[src/css_pkg.sv]
`default_nettype none
package css_pkg;

  // ----------------------------------------------------------------------
  // Register map
  // ----------------------------------------------------------------------
  localparam logic [7:0] ADDR_CTRL = 8'h00;
  localparam logic [7:0] ADDR_ARM = 8'h04;
  localparam logic [7:0] ADDR_CMD = 8'h08;
  localparam logic [7:0] ADDR_LEN = 8'h0C;
  localparam logic [7:0] ADDR_QUERY = 8'h10;
  localparam logic [7:0] ADDR_RESULT = 8'h14;
  localparam logic [7:0] ADDR_STATUS = 8'h18;
  localparam logic [1:0] LIST_PAGE = 2'h1;

  // ----------------------------------------------------------------------
  // Field positions
  // ----------------------------------------------------------------------
  localparam int CTRL_SRC_LSB = 0;
  localparam int CTRL_ANALOG_BUS_ROUTING = 2;
  localparam int CTRL_FOUR_WIRE_RESISTANCE_MODE = 3;
  localparam int CTRL_CONT = 4;
  localparam int CTRL_TOUT = 5;
  localparam int CMD_INIT = 0;
  localparam int CMD_TRIG = 1;
  localparam int CMD_CLOSE = 2;
  localparam int CMD_OPEN = 3;
  localparam int CMD_CHAN_LSB = 4;
  localparam int QRY_START_LSB = 0;
  localparam int QRY_END_LSB = 4;
  localparam int QRY_OPEN = 8;
  localparam int STAT_RUN = 0;
  localparam int STAT_DONE = 1;
  localparam int STAT_ERR = 2;
  localparam int STAT_PEND = 3;
  localparam int STAT_BUSY = 4;
  localparam int STAT_CHAN_LSB = 8;
  localparam int STAT_CLOSED_LSB = 16;

  // ----------------------------------------------------------------------
  // Reset values
  // ----------------------------------------------------------------------
  localparam logic [5:0] CTRL_RST = 6'h00;
  localparam logic [15:0] ARM_RST = 16'h0001;
  localparam logic [4:0] LEN_RST = 5'h10;

  // ----------------------------------------------------------------------
  // Timing
  // ----------------------------------------------------------------------
  localparam int CLK_MHZ = 50;
  localparam int BREAK_NS = 200;
  localparam int BREAK_CYC = (BREAK_NS * CLK_MHZ + 999) / 1000;
  localparam int SELF_PERIOD_NS = 10000;
  localparam int SELF_CYC = (SELF_PERIOD_NS * CLK_MHZ) / 1000;

  typedef enum logic [1:0] {
    SRC_EXT = 2'h0,
    SRC_BUS = 2'h1,
    SRC_HANDSHAKE_BUS_SOURCE = 2'h2,
    SRC_IMM = 2'h3
  } css_src_type;

endpackage
`default_nettype wire

[src/css_trig_if.sv]
`default_nettype none
interface css_trig_if;
  logic [1:0] src;
  logic trig_out_en;
  logic armed;
  logic sw_trig;
  logic settled;
  logic advance;
  modport ctl (output src, output trig_out_en, output armed, output sw_trig,
               output settled, input advance);
  modport unit (input src, input trig_out_en, input armed, input sw_trig,
                input settled, output advance);
endinterface
`default_nettype wire

[src/css_top.sv]
// What this block does
// - Repeat count only for host-advanced scans.
// - Continuous bit: one repeats, zero stops.
// - Scan closes one channel, or a pair in four-wire, break first.
// - Four trigger sources: external, bus, handshake, self.
// - Bus source: scan_a or trigger advances.
// - Channels 0-7 bank zero, 8-15 bank one.
// - No-port routing opens both tree switches.
// - Reset leaves routing no-port, trees open.
// - Analog bus routing joins both trees, bus.
// - One closed channel, two in four-wire.
// - Closing opens the old channel first.
// - Closed query one means closed; open inverts.
// - Range query gives per-channel values in order.
// - Unread query answer then command flags error.
// - A tree sense lines, B tree source lines.
// - Four-wire separates banks, source via B.
// - Four-wire also closes partner eight away.
// - Handshake source advances on meter completion.
// - Trigger out only for external or bus.
// - Advance only from the selected source.
// - Scan_a closes the first list entry.
// - Handshake or self source runs from local list.
// - After last entry wrap, repeat per count.
//
// Strobed register access and the register offsets were left to the implementer.
`default_nettype none
module css_top
  import css_pkg::*;
#(
  parameter int CHANNELS = 16,
  parameter int LIST_DEPTH = 16
) (
  // Clock and reset
  input wire logic clk,
  input wire logic rst,
  // Register port
  input wire logic [7:0] addr,
  input wire logic [31:0] wdata,
  input wire logic wr,
  input wire logic rd,
  output logic [31:0] rdata,
  // Meter and mainframe pins
  input wire logic ext_event,
  input wire logic meas_done,
  output logic trig_out,
  output logic meter_trig,
  // Switch drive
  output logic [CHANNELS-1:0] chan_close,
  output logic tree_a_close,
  output logic tree_b_close,
  output logic tree_a_bank,
  output logic tree_b_bank,
  output logic bank_isolate,
  output logic scan_done
);

  typedef enum logic [2:0] {
    ST_IDLE = 3'b001,
    ST_RUN = 3'b010,
    ST_DONE = 3'b100
  } css_state_type;

  css_trig_if tif ();

  css_state_type state_q, state_d;
  logic [5:0] ctrl_q, ctrl_d;
  logic [15:0] arm_q, arm_d;
  logic [4:0] len_q, len_d;
  logic [3:0] list_q [LIST_DEPTH];
  logic [3:0] list_d [LIST_DEPTH];
  logic [3:0] ptr_q, ptr_d;
  logic [15:0] cyc_q, cyc_d;
  logic [3:0] sel_q, sel_d;
  logic [CHANNELS-1:0] target_q, target_d;
  logic [CHANNELS-1:0] result_q, result_d;
  logic done_q, done_d, err_q, err_d, pend_q, pend_d;
  logic tree_a_q, tree_a_d, tree_b_q, tree_b_d;
  logic a_bank_q, a_bank_d, b_bank_q, b_bank_d, iso_q, iso_d;
  logic [31:0] rdata_q, rdata_d;
  logic busy, settled;
  logic wr_cmd, go, downloaded, last_entry, last_cycle;
  logic [3:0] nptr, chan_arg;
  logic [15:0] ncyc, arm_eff;
  logic [4:0] q_idx;

  // ----------------------------------------------------------------------
  // Helpers
  // ----------------------------------------------------------------------
  function automatic logic [CHANNELS-1:0] close_mask(input logic [3:0] ch,
                                                     input logic four_wire_resistance_mode);
    logic [CHANNELS-1:0] m;
    m = '0;
    m[ch] = 1'b1;
    if (four_wire_resistance_mode) begin
      m[ch ^ 4'h8] = 1'b1;
    end
    return m;
  endfunction

  function automatic logic hit(input logic [7:0] a, input logic [7:0] ref_a);
    return a == ref_a;
  endfunction

  // ----------------------------------------------------------------------
  // Submodules
  // ----------------------------------------------------------------------
  css_break_make #(
    .CHANNELS(CHANNELS)
  ) u_bbm (
    .clk(clk),
    .rst(rst),
    .target(target_q),
    .applied(chan_close),
    .busy(busy),
    .settled(settled)
  );

  css_trig_unit u_trig (
    .clk(clk),
    .rst(rst),
    .tif(tif.unit),
    .ext_event(ext_event),
    .meas_done(meas_done),
    .trig_out(trig_out),
    .meter_trig(meter_trig)
  );

  assign tif.src = ctrl_q[CTRL_SRC_LSB +: 2];
  assign tif.trig_out_en = ctrl_q[CTRL_TOUT];
  assign tif.armed = (state_q == ST_RUN) && !busy;
  assign tif.settled = settled;
  assign wr_cmd = wr && hit(addr, ADDR_CMD);
  assign chan_arg = wdata[CMD_CHAN_LSB +: 4];
  // Scan_a or trigger while running advances on the bus source.
  assign tif.sw_trig = wr_cmd && (wdata[CMD_TRIG] ||
                       (wdata[CMD_INIT] && state_q == ST_RUN));

  // ----------------------------------------------------------------------
  // Registers, scan engine and queries
  // ----------------------------------------------------------------------
  always_comb begin
    state_d = state_q;
    ctrl_d = ctrl_q;
    arm_d = arm_q;
    len_d = len_q;
    list_d = list_q;
    ptr_d = ptr_q;
    cyc_d = cyc_q;
    sel_d = sel_q;
    target_d = target_q;
    result_d = result_q;
    done_d = done_q;
    err_d = err_q;
    pend_d = pend_q;
    rdata_d = 32'h0000_0000;
    q_idx = 5'h00;
    downloaded = (tif.src == SRC_HANDSHAKE_BUS_SOURCE) || (tif.src == SRC_IMM);
    arm_eff = (arm_q == 16'h0000) ? 16'h0001 : arm_q;
    go = 1'b0;
    nptr = 4'h0;
    ncyc = 16'h0000;
    if (wr) begin
      if (hit(addr, ADDR_CTRL)) begin
        ctrl_d = wdata[5:0];
      end
      if (hit(addr, ADDR_ARM)) begin
        arm_d = wdata[15:0];
      end
      if (hit(addr, ADDR_LEN)) begin
        if (wdata[4:0] == 5'h00) begin
          len_d = 5'h01;
        end else if (wdata[4:0] > 5'(LIST_DEPTH)) begin
          len_d = 5'(LIST_DEPTH);
        end else begin
          len_d = wdata[4:0];
        end
      end
      if (addr[7:6] == LIST_PAGE) begin
        list_d[addr[5:2]] = wdata[3:0];
      end
      if (hit(addr, ADDR_QUERY)) begin
        for (int i = 0; i < CHANNELS; i++) begin
          q_idx = 5'(wdata[QRY_START_LSB +: 4]) + 5'(i);
          result_d[i] = 1'b0;
          if (q_idx <= 5'(wdata[QRY_END_LSB +: 4])) begin
            result_d[i] = target_q[q_idx[3:0]] ^ wdata[QRY_OPEN];
          end
        end
        pend_d = 1'b1;
      end
      if (hit(addr, ADDR_STATUS) && wdata[STAT_ERR]) begin
        err_d = 1'b0;
      end
    end
    if (wr_cmd) begin
      if (wdata[CMD_CLOSE]) begin
        target_d = close_mask(chan_arg, ctrl_q[CTRL_FOUR_WIRE_RESISTANCE_MODE]);
        sel_d = chan_arg;
        state_d = ST_IDLE;
      end else if (wdata[CMD_OPEN]) begin
        if (target_q[chan_arg]) begin
          target_d = '0;
        end
        state_d = ST_IDLE;
      end else if (wdata[CMD_INIT] && state_q != ST_RUN) begin
        go = 1'b1;
        done_d = 1'b0;
        state_d = ST_RUN;
      end
    end
    if (rd && hit(addr, ADDR_RESULT)) begin
      pend_d = 1'b0;
    end
    // An unread answer followed by a command is an error; set beats clear.
    if (pend_q && wr && (hit(addr, ADDR_CMD) || hit(addr, ADDR_QUERY) ||
                         hit(addr, ADDR_CTRL))) begin
      err_d = 1'b1;
    end
    last_entry = (5'(ptr_q) + 5'h01 >= len_q);
    if (tif.advance && !go && state_d == ST_RUN) begin
      go = 1'b1;
      nptr = last_entry ? 4'h0 : ptr_q + 4'h1;
      ncyc = (last_entry && !ctrl_q[CTRL_CONT]) ? cyc_q + 16'h0001 : cyc_q;
    end
    // Host-advanced scans honour the count; local lists run once or forever.
    last_cycle = !ctrl_q[CTRL_CONT] &&
                 (downloaded || (17'(ncyc) + 17'h00001 >= 17'(arm_eff)));
    if (go) begin
      ptr_d = nptr;
      cyc_d = ncyc;
      sel_d = list_q[nptr];
      target_d = close_mask(list_q[nptr], ctrl_q[CTRL_FOUR_WIRE_RESISTANCE_MODE]);
      if (5'(nptr) + 5'h01 >= len_q && last_cycle) begin
        state_d = ST_DONE;
        done_d = 1'b1;
      end
    end
    if (rd) begin
      case (addr)
        ADDR_CTRL: rdata_d = {26'h000_0000, ctrl_q};
        ADDR_ARM: rdata_d = {16'h0000, arm_q};
        ADDR_LEN: rdata_d = {27'h000_0000, len_q};
        ADDR_RESULT: rdata_d = {16'h0000, result_q};
        ADDR_STATUS: begin
          rdata_d[STAT_RUN] = (state_q == ST_RUN);
          rdata_d[STAT_DONE] = done_q;
          rdata_d[STAT_ERR] = err_q;
          rdata_d[STAT_PEND] = pend_q;
          rdata_d[STAT_BUSY] = busy;
          rdata_d[STAT_CHAN_LSB +: 4] = sel_q;
          rdata_d[STAT_CLOSED_LSB +: 16] = chan_close;
        end
        default: begin
          if (addr[7:6] == LIST_PAGE) begin
            rdata_d = {28'h000_0000, list_q[addr[5:2]]};
          end
        end
      endcase
    end
  end

  // ----------------------------------------------------------------------
  // Tree isolation and bank routing
  // ----------------------------------------------------------------------
  always_comb begin
    tree_a_d = ctrl_q[CTRL_ANALOG_BUS_ROUTING];
    tree_b_d = ctrl_q[CTRL_ANALOG_BUS_ROUTING];
    a_bank_d = sel_q[3];
    b_bank_d = ctrl_q[CTRL_FOUR_WIRE_RESISTANCE_MODE] ? !sel_q[3] : sel_q[3];
    iso_d = ctrl_q[CTRL_FOUR_WIRE_RESISTANCE_MODE];
  end

  always_ff @(posedge clk) begin
    if (rst) begin
      state_q <= ST_IDLE;
      ctrl_q <= CTRL_RST;
      arm_q <= ARM_RST;
      len_q <= LEN_RST;
      for (int i = 0; i < LIST_DEPTH; i++) begin
        list_q[i] <= 4'(i);
      end
      ptr_q <= 4'h0;
      cyc_q <= 16'h0000;
      sel_q <= 4'h0;
      target_q <= '0;
      result_q <= '0;
      done_q <= 1'b0;
      err_q <= 1'b0;
      pend_q <= 1'b0;
      tree_a_q <= 1'b0;
      tree_b_q <= 1'b0;
      a_bank_q <= 1'b0;
      b_bank_q <= 1'b0;
      iso_q <= 1'b0;
      rdata_q <= 32'h0000_0000;
    end else begin
      state_q <= state_d;
      ctrl_q <= ctrl_d;
      arm_q <= arm_d;
      len_q <= len_d;
      list_q <= list_d;
      ptr_q <= ptr_d;
      cyc_q <= cyc_d;
      sel_q <= sel_d;
      target_q <= target_d;
      result_q <= result_d;
      done_q <= done_d;
      err_q <= err_d;
      pend_q <= pend_d;
      tree_a_q <= tree_a_d;
      tree_b_q <= tree_b_d;
      a_bank_q <= a_bank_d;
      b_bank_q <= b_bank_d;
      iso_q <= iso_d;
      rdata_q <= rdata_d;
    end
  end

  assign rdata = rdata_q;
  assign tree_a_close = tree_a_q;
  assign tree_b_close = tree_b_q;
  assign tree_a_bank = a_bank_q;
  assign tree_b_bank = b_bank_q;
  assign bank_isolate = iso_q;
  assign scan_done = done_q;

endmodule // css_top
`default_nettype wire

[src/css_break_make.sv]
`default_nettype none
module css_break_make
  import css_pkg::*;
#(
  parameter int CHANNELS = 16
) (
  // Clock and reset
  input wire logic clk,
  input wire logic rst,
  // Requested and applied switch state
  input wire logic [CHANNELS-1:0] target,
  output logic [CHANNELS-1:0] applied,
  output logic busy,
  output logic settled
);

  logic [CHANNELS-1:0] applied_q, applied_d;
  logic [7:0] cnt_q, cnt_d;
  logic settled_q, settled_d;

  // ----------------------------------------------------------------------
  // Open everything, wait, then close the new set.
  // ----------------------------------------------------------------------
  always_comb begin
    applied_d = applied_q;
    cnt_d = cnt_q;
    settled_d = 1'b0;
    if (target != applied_q) begin
      if (applied_q != '0) begin
        applied_d = '0;
        cnt_d = 8'(BREAK_CYC);
      end else if (cnt_q != 8'h00) begin
        cnt_d = cnt_q - 8'h01;
      end else begin
        applied_d = target;
        settled_d = (target != '0);
      end
    end
  end

  always_ff @(posedge clk) begin
    if (rst) begin
      applied_q <= '0;
      cnt_q <= 8'h00;
      settled_q <= 1'b0;
    end else begin
      applied_q <= applied_d;
      cnt_q <= cnt_d;
      settled_q <= settled_d;
    end
  end

  assign applied = applied_q;
  assign busy = (target != applied_q);
  assign settled = settled_q;

endmodule // css_break_make
`default_nettype wire

[src/css_trig_unit.sv]
`default_nettype none
module css_trig_unit
  import css_pkg::*;
(
  // Clock and reset
  input wire logic clk,
  input wire logic rst,
  // Control side
  css_trig_if.unit tif,
  // Pins
  input wire logic ext_event,
  input wire logic meas_done,
  output logic trig_out,
  output logic meter_trig
);

  logic [2:0] ext_s_q, meas_s_q;
  logic ext_lvl_q, ext_lvl_d, meas_lvl_q, meas_lvl_d;
  logic [15:0] div_q, div_d;
  logic tout_q, tout_d, mtrig_q, mtrig_d;
  logic tick;

  // ----------------------------------------------------------------------
  // Source selection and pulses.
  // ----------------------------------------------------------------------
  always_comb begin
    ext_lvl_d = (ext_s_q[1] == ext_s_q[2]) ? ext_s_q[2] : ext_lvl_q;
    meas_lvl_d = (meas_s_q[1] == meas_s_q[2]) ? meas_s_q[2] : meas_lvl_q;
    tick = (div_q == 16'h0000);
    div_d = (tif.armed && tif.src == SRC_IMM && !tick) ? div_q - 16'h0001
                                                     : 16'(SELF_CYC - 1);
    tout_d = tif.trig_out_en && tif.settled &&
             (tif.src == SRC_EXT || tif.src == SRC_BUS);
    mtrig_d = tif.settled && tif.src == SRC_HANDSHAKE_BUS_SOURCE;
    tif.advance = 1'b0;
    if (tif.armed) begin
      case (tif.src)
        SRC_EXT: tif.advance = ext_lvl_d && !ext_lvl_q;
        SRC_BUS: tif.advance = tif.sw_trig;
        SRC_HANDSHAKE_BUS_SOURCE: tif.advance = meas_lvl_d && !meas_lvl_q;
        SRC_IMM: tif.advance = tick;
        default: tif.advance = 1'b0;
      endcase
    end
  end

  always_ff @(posedge clk) begin
    if (rst) begin
      ext_s_q <= 3'h0;
      meas_s_q <= 3'h0;
      ext_lvl_q <= 1'b0;
      meas_lvl_q <= 1'b0;
      div_q <= 16'h0000;
      tout_q <= 1'b0;
      mtrig_q <= 1'b0;
    end else begin
      ext_s_q <= {ext_s_q[1:0], ext_event};
      meas_s_q <= {meas_s_q[1:0], meas_done};
      ext_lvl_q <= ext_lvl_d;
      meas_lvl_q <= meas_lvl_d;
      div_q <= div_d;
      tout_q <= tout_d;
      mtrig_q <= mtrig_d;
    end
  end

  assign trig_out = tout_q;
  assign meter_trig = mtrig_q;

endmodule // css_trig_unit
`default_nettype wire

[config.mk]
export PLATFORM = sky130hd
export DESIGN_NAME = css_top
export DESIGN_NICKNAME = d
export VERILOG_FILES = /design/src/css_pkg.sv /design/src/css_trig_if.sv /design/src/css_top.sv /design/src/css_break_make.sv /design/src/css_trig_unit.sv
export SDC_FILE = /design/constraint.sdc
export NUM_CORES = 1
export LEC_CHECK = 0
export BUFFER_PORTS_ARGS = -buffer_cell sky130_fd_sc_hd__buf_2
export CAP_MARGIN = 20
export CORE_ASPECT_RATIO = 1.2
export CORE_MARGIN = 1
export CORE_UTILIZATION = 25
export DETAILED_ROUTE_END_ITERATION = 7
export PLACE_DENSITY_LB_ADDON = 0.1
export SYNTH_ARGS = -nofsm -noshare
export SYNTH_HDL_FRONTEND = slang
export SYNTH_HIERARCHICAL = 1
export SYNTH_SLANG_ARGS = --single-unit
[constraint.sdc]
create_clock -name clk -period 7.2 [get_ports clk]
set_input_delay 1.44 -clock clk [delete_from_list [all_inputs] [get_ports clk]]
set_output_delay 1.44 -clock clk [all_outputs]
set_load 0.01 [all_outputs]
==> metrics.yaml, run 1 <==
gr-max-usage-layer: "met2"
grt_use_met1_pct: 21.4
cts_tree: "yes"
clk_pin_slew_worst_paths_ps: 60
hold_viol_final: 0
die_area_um2: 59500
powerDensity_nw_per_um2: 188
fin_crit_sh_pct: 82.4
grt.overflow.total: 0
grtUsageTotal_pct: 18.3
fin_tns_setup_ps: 0
critPathMaxFanout: 9
grt_util_met3_pct: 2.23
firstDrtPassIters: 5
initialDrtViolationCount: 643
post-place-cells: 2434
clockRootBuffer: "clkbuf_16"
cp.required_ps: 7640
drc: 0
synth.top_cell.area_share_pct: 32.8
max_stage_delay_ps: 560
synth_edf_count: 0
cap_viol_max_count: 0
fin_crit_ps: 5940
die_x_um: 223
vias: 13000
min-delay-path-class: "reg2reg"
finalWirelength_um: 54900
start_util_pct: 25.4
ctsHoldBuffers: 0
syn_nets: 1805
antenna_found_initial: 1
ctsResizeCount: 0
yosysWarningCount: 6
drive_above_1_share_pct: 14.5
yosysTopAreaCell: "dfxtp_1"
viasPerCell: 5.22
slew_violations: 0
rows: 96
routabilityCongestion: 0.806
fmax_mhz: 168
ant_nets: 0
tightest_slew_ps: 1050
netlist_top_cells_count: "dfxtp_1, nor2_1, nand2_1"
portBuffers: 85
clock_latency_ps: 580
ios: 102
htreeDepth: 1
rsz0062_at_grt: "no"
status: "completed"
ys_seq_elements: 240
avgRoutedWirePerCell_um: 22.0
ys_seq_area_share_pct: 32.8
core_area_um2: 57500
grt_pass1_vias: 13000
power_leakage_nw: 6.33
finalClockSkew_ps: 19.2
die_h_um: 267
syn_avg_cell_area_um2: 8.69
slew_headroom_pct: 29.1
cts_sinks: 240
dpl.hpwl_um: 39300
vdd_drop_max_uv: 150
start_kind: "flop"
cp_slowest_cell: "dfxtp_1"
clockBufferDepth: 3
cts_setup_buffers: 0
critPathKind: "reg2reg"
syn-instance-count: 1685
synthArstFlopShare_pct: 0
synth.top_cells.by_area: "dfxtp_1, mux4_2, ha_1"
grt_pass1_wl_um: 82700
instances_no_fill: 2493
syn_area_um2: 14600
area_growth_pct: 15.4
numCtsBuffers: 31
grt_max_degree: 138
nets: 1853
met2_usage_pct: 33.8
cp.arrival_ps: 6370
synth_cell_types: 87
setup_viol: 0
synthFlopType: "dfxtp_1"
synth_most_common_cell: "dfxtp_1"
cp-end-kind: "flop"
==> cell families after synthesis <==
logic type / share of synthesized area, %
and+or+nand+nor: 20.9
DFF: 32.8
muxes: 12.7
xor gates and xnor gates: 4.79
adders and majority gates: 6.44
buffers and inverters: 4.54
AOI/OAI and AO/OA: 17.8
==> registers in the layout, indices dropped and copies added (netlist names), 4 cells and up <==
register,flops
target_q,16
result_q,16
u_trig/div_q,16
cyc_q,16
len_q,5
list_q,64
ctrl_q,6
arm_q,16
sel_q,4
u_bbm/applied,16
rdata,32
ptr_q,4
u_bbm/cnt_q,8
==> path summary, 6_finish.rpt <==
check / startpoint / endpoint / slack (ps) / cells after the start
setup / recovery: target_q[2] / state_q[2] / 1260 / 25
hold / removal: u_trig/ext_s_q[0] / u_trig/ext_s_q[1] / 450 / 1
setup reg to reg: target_q[2] / state_q[2] / 1260 / 25
hold reg to reg: u_trig/ext_s_q[0] / u_trig/ext_s_q[1] / 450 / 1
==> power breakdown <==
group          switching [W]  internal, W  leakage [nW]
Combinational       0.000179    0.0000954          3.90
Clock               0.000637     0.000922         0.499
Sequential        0.00000691      0.00134          1.94
Total               0.000823      0.00235          6.33
==> metal layers <==
layer	wire length [µm]	vias up
li1	-	6292
met1	22600	6348
met2	28200	280
met3	2130	88
met4	1920	0
met5	0	-
==> worst max-delay path, delay by kind of cell (launching register included) <==
kind	cells	cell delay, ps
AND/OR/NAND/NOR	14	3380
AO/OA/AOI/OAI	6	910
flip-flops	1	560
adder cells (fa/ha/maj)	2	490
buffers and inverters	2	330
XOR/XNOR	1	140
==> metrics by stage <==
step / cell area, µm² / hold slack [ps] / total power, W / setup slack, ps / utilization, %
3_5_place_dp: 15900 / 435 / 0.00165 / 697 / 27.6
4_1_cts: 16900 / 458 / 0.00323 / 1210 / 29.3
2_1_floorplan: 14600 / 414 / 0.00156 / 103 / -
3_3_place_gp: 15900 / 442 / 0.00164 / 698 / 27.6
6_report: 16900 / 448 / 0.00318 / 1260 / 29.4
5_1_grt: 16900 / 466 / 0.00332 / 774 / 29.4
==> layout make-up <==
type | count | area, µm²
flip-flops and latches | 240 | 4810
inverters | 64 | 240
repair buffers | 122 | 726
fillers | 6170 | 40600
clock buffers | 45 | 888
multi-input cells | 1274 | 9200
clock inverters | 12 | 120
well taps | 735 | 920
diodes | 1 | 2.50
==> layout by cell type (no fill, tap or decap), types with 36 or more instances in the layout <==
master / count
dfxtp_1: 239
nor2_1: 177
nand2_1: 168
a21oi_1: 134
buf_2: 84
mux2i_1: 75
ha_1: 73
inv_1: 59
mux4_2: 48
nand3_1: 45
xor2_1: 41
xnor2_1: 39
buf_4: 36
(Power assumes the default switching activity.)
==> inputs of run 2 (changes only) <==
- ABC_AREA: default -> 1
- clock period: 7.2 -> 4.8 ns (I/O delays scaled with it)
==> run 2 against run 1 <==
Against the previous run: synthesized area increased by 5.1%; wire length increased by 3.8%; flip-flop and latch count stayed put; count of clock-buffer cells in the layout rose by 2; largest cell class unchanged; largest power group unchanged; highest routed layer is now met5.
==> metrics.yaml, run 2 <==
status: "completed"
die_area_um2: 62500
start_util_pct: 25.3
post-place-cells: 3233
comb_power_share_pct: 8.4
synth.top_cells.by_area: "dfxtp_1, nand2_1, inv_1"
switchingPower_w: 0.00132
hold_viol_final: 0
powerDensity_nw_per_um2: 281
synthArstFlopShare_pct: 0
instances_no_fill: 3302
cp_slowest_cell: "dfxtp_1"
cts_tree: "yes"
finalWirelength_um: 57000
cp.arrival_ps: 4950
clock_latency_ps: 550
numCtsBuffers: 34
rows: 99
cp.required_ps: 5230
clockPowerShare_pct: 54.5
fin_crit_ps: 4520
ys_seq_elements: 240
ctsHoldBuffers: 0
syn_area_um2: 15400
finalPower_w: 0.00541
yosysTopAreaCell: "dfxtp_1"
seqPwrFrac_pct: 37.1
area_growth_pct: 25.0
die_h_um: 274
die_x_um: 228
sw_frac_of_total_pct: 24.4
pre_cts_ws_ps: -410
clockBufferDepth: 3
antenna_found_initial: 2
viasPerCell: 4.66
nets: 2590
grt.overflow.total: 0
diodes: 0
yosysWarningCount: 6
ys_seq_area_share_pct: 31.2
grt_pass1_wl_um: 88500
ios: 102
cts_sinks: 240
start_kind: "flop"
slew_headroom_pct: 34.4
power_leakage_nw: 8.31
firstDrtPassIters: 6
syn_avg_cell_area_um2: 6.78
vias: 15400
fin_util_pct: 31.6
grt_max_degree: 42
drc: 0
syn-instance-count: 2270
htreeDepth: 2
critPathKind: "reg2reg"
clk_pin_slew_worst_paths_ps: 60
grt_pass1_vias: 15400
synth.top_cell.area_share_pct: 31.2
max_stage_delay_ps: 370
synth_most_common_cell: "nand2_1"
clockRootBuffer: "clkbuf_16"
dpl.hpwl_um: 43000
core_area_um2: 60800
cp-end-kind: "flop"
synth_cell_types: 62
top_register: "list_q"
setup_viol: 0
rsz0062_at_grt: "yes"
portBuffers: 85
ant_nets: 0
grtUsageTotal_pct: 18.1
cap_viol_max_count: 0
slew_violations: 0
netlist_top_cells_count: "nand2_1, inv_1, dfxtp_1"
synth_edf_count: 0
avgRoutedWirePerCell_um: 17.3
critPathMaxFanout: 5
syn_nets: 2390
initialDrtViolationCount: 919
fin_crit_sh_pct: 94.2
setup_ws_ps: 277
drive_above_1_share_pct: 19.5
largest_register_ffs: 64
routabilityCongestion: 0.908
synthFlopType: "dfxtp_1"
p_int_w: 0.00409
final_common_cell: "nand2_1"
tightest_slew_ps: 982
final_cell_mix: "nand2_1, inv_1, dfxtp_1"
vdd_drop_max_uv: 197
finalClockSkew_ps: 26.9
fmax_mhz: 221
min-delay-path-class: "reg2reg"
-- run 2: final timing paths --
kind / from / end / slack, ps / depth (start not counted)
setup / recovery: target_q[15] / state_q[1] / 280 / 34
hold / removal: u_trig/meas_s_q[0] / u_trig/meas_s_q[1] / 400 / 2
setup reg to reg: target_q[15] / state_q[1] / 280 / 34
hold reg to reg: u_trig/meas_s_q[0] / u_trig/meas_s_q[1] / 400 / 2
-- run 2: layout make-up --
class	instances	area, µm²
clock buffer	47	1010
clock inverter	13	294
fill	6661	41600
inverter	361	1360
multi-input combinational	1588	9040
sequential	240	4840
tap	808	1010
timing repair buffer	245	1670
-- run 2: timing repair --
action / 4_1_cts / 5_1_grt
gates cloned: 0 / 1
setup buffers: 0 / 8
resized for setup: 14 / 66
setup endpoints to repair: 3 / 3
pin swaps: 1 / 31
-- run 2: logic make-up (layout without fill, tap and decap cells) --
family | count (synthesis) | in the layout | share of synthesized area (%)
adder cells (fa/ha/maj) | 74 | 74 | 6.07
flip-flops | 240 | 240 | 31.2
AO/OA/AOI/OAI | 497 | 497 | 18.6
multiplexers | 15 | 15 | 0.976
XOR/XNOR | 44 | 44 | 2.50
AND/OR/NAND/NOR | 958 | 958 | 29.2
buffers and inverters | 442 | 666 | 11.5
-- run 2: per-stage QoR --
step	cell area, µm²	TNS (ps)	hold slack (ps)
global placement	17600	-1020	401
detailed placement	17600	-1160	405
floorplan	15400	0	388
global route	19200	-67.7	421
finish	19200	0	404
CTS	18900	0	413
-- run 2: critical path, delay by kind of cell, from the launching register on --
kind,cells,cell delay (ps)
and+or+nand+nor,23,2300
xor gates and xnor gates,1,160
DFF,1,370
buffers and inverters,5,560
AOI/OAI and AO/OA,4,710
adders and majority gates,1,280
-- run 2: routing by layer --
layer / global-route usage, % / routed length [µm]
met4: 6.43 / 1740
met5: 0 / 27
met3: 2.72 / 2360
met2: 31.1 / 27000
met1: 22.9 / 25900
-- run 2: power by group through the flow --
stage	clock network, W	registers (W)	logic (W)
detailed placement	0	0.00205	0.000451
finish	0.00295	0.00201	0.000452
global route	0.00312	0.00201	0.000511
CTS	0.00305	0.00201	0.000453
global placement	0	0.00205	0.000447
floorplan	0	0.00205	0.000296
==> inputs of run 3 (changes only) <==
- SETUP_SLACK_MARGIN: default -> 0.5
==> run 3 against run 2 <==
Against the previous run: wire length rose by 0.86%; largest cell class unchanged; die area did not move; non-clock buffer count fell by 17; via count fell by 0.10%; count of clock-buffer cells in the layout did not move; sequential power barely moved; clock skew rose by 0.50 ps; sequential share of layout area rose by 0.28 points; setup slack improved by 160 ps.
==> metrics.yaml, run 3 (synthesis gave the netlist of run 2 again) <==
cp-end-kind: "flop"
pre_cts_ws_ps: -282
slew_headroom_pct: 39.2
grt_max_degree: 52
powerDensity_nw_per_um2: 276
clockBufferDepth: 3
power_leakage_nw: 8.19
status: "completed"
dpl.hpwl_um: 43400
fin_crit_sh_pct: 91.0
rsz0062_at_grt: "yes"
viasPerCell: 4.68
routabilityCongestion: 0.859
cp_num_cells: 32
setup_ws_ps: 432
reg2reg_depth: 32
instances_no_fill: 3285
diodes: 0
nets: 2573
crit_top_cell: "nor2_4"
fmax_mhz: 229
holdPathStages: 2
die_area_um2: 62500
hold_path_startpoint: "u_trig/ext_s_q[0]"
cp.required_ps: 5220
cp_top_family: "simple AND/OR/NAND/NOR gates"
setup_viol: 0
final_common_cell: "nand2_1"
ios: 102
avgRoutedWirePerCell_um: 17.5
max_stage_delay_ps: 360
area_growth_pct: 23.8
antenna_found_initial: 4
largest_register_ffs: 64
fin_crit_ps: 4370
rows: 99
reg2reg_to: "state_q[1]"
hold_viol_final: 0
top_register: "list_q"
clock_latency_ps: 550
numCtsBuffers: 34
grt_pass1_vias: 15100
cp_slowest_cell: "o41ai_2"
initialDrtViolationCount: 1032
slew_violations: 0
htreeDepth: 2
ctsHoldBuffers: 0
vias: 15400
critPathKind: "reg2reg"
clockRootBuffer: "clkbuf_16"
clk_pin_slew_worst_paths_ps: 60
grt_pass1_wl_um: 88100
post-place-cells: 3215
final_cell_mix: "nand2_1, inv_1, dfxtp_1"
finalWirelength_um: 57500
min-delay-path-class: "reg2reg"
die_x_um: 228
cap_viol_max_count: 0
grt.overflow.total: 0
fin_tns_setup_ps: 0
crit_start: "u_bbm/applied[9]"
core_area_um2: 60800
tightest_slew_ps: 910
cts_sinks: 240
fin_util_pct: 31.3
cp_num_buf_inv: 2
grtUsageTotal_pct: 18.2
start_util_pct: 25.3
finalPower_w: 0.00526
portBuffers: 85
r2r_slack_ps: 430
firstDrtPassIters: 5
cts_tree: "yes"
holdPathEnd: "u_trig/ext_s_q[1]"
start_kind: "flop"
cp.arrival_ps: 4790
vdd_drop_max_uv: 222
finalClockSkew_ps: 27.4
critPathMaxFanout: 4
drive_above_1_share_pct: 19.3
ant_nets: 0
die_h_um: 274
r2r-start: "u_bbm/applied[9]"
drc: 0
run 3: changes by cell type in the layout (fill, tap and decap cells not counted), moves of 3 or more:
cell | before | now
nor2_4 | 22 | 25
nand2_4 | 11 | 16
buf_6 | 4 | 1
buf_4 | 155 | 143
dfxtp_1 | 217 | 212
dfxtp_2 | 21 | 26
clkbuf_8 | 9 | 5
o21ai_1 | 5 | 8
clkbuf_1 | 3 | 7
o21ai_0 | 169 | 166
nand2_1 | 435 | 431
run 3: layer usage:
metal  routed length (µm)  share of wire [%]  track usage, %  vias to the layer above
met5                   59               0.10               0                        -
met4                 1780                3.1            6.46                        8
met3                 2440                4.2            2.99                       96
met2                27500                 48            31.7                      370
met1                25700                 45            22.6                     7079
li1                     -                  -               -                     7831
run 3: how the worst max path moves through the flow:
stage / slack [ps] / to
after global placement: -230 / state_q[1]
after CTS: 350 / state_q[1]
after floorplan: 220 / state_q[1]
after detailed placement: -280 / state_q[1]
after global routing: 80 / state_q[1]
final: 430 / state_q[1]
run 3: repair_timing:
action	4_1_cts	5_1_grt
setup buffers	5	5
pin swaps	21	29
gates resized for setup	33	53
endpoints found under the setup margin	4	16
endpoints found under the hold margin	0	0
run 3: layout make-up:
class / count / area (µm²)
fillers: 6674 / 41800
multi-input cells: 1588 / 9100
flip-flops and latches: 240 / 4840
repair buffers: 228 / 1510
inverters: 361 / 1360
well taps: 808 / 1010
clock buffers: 47 / 971
clock inverters: 13 / 249
run 3: where the power goes:
group	leakage [nW]	total [W]	switching, W	internal [W]
Sequential	1.95	0.00201	0.00000736	0.00200
Clock	0.591	0.00280	0.00101	0.00179
Combinational	5.65	0.000459	0.000318	0.000141
Total	8.19	0.00526	0.00133	0.00393
run 3: per-stage QoR:
step | cell area, µm² | hold slack [ps]
5_1_grt | 19000 | 424
3_5_place_dp | 17500 | 410
2_1_floorplan | 15400 | 388
6_report | 19000 | 408
4_1_cts | 18900 | 418
3_3_place_gp | 17500 | 405
run 3: worst register-to-register path, delay by kind of cell, from the launching register on:
family,cells,cell delay [ps]
buf+inv,2,140
compound gates,4,780
simple gates,23,2390
flops,1,340
xor+xnor,1,190
fa+ha+maj,2,440
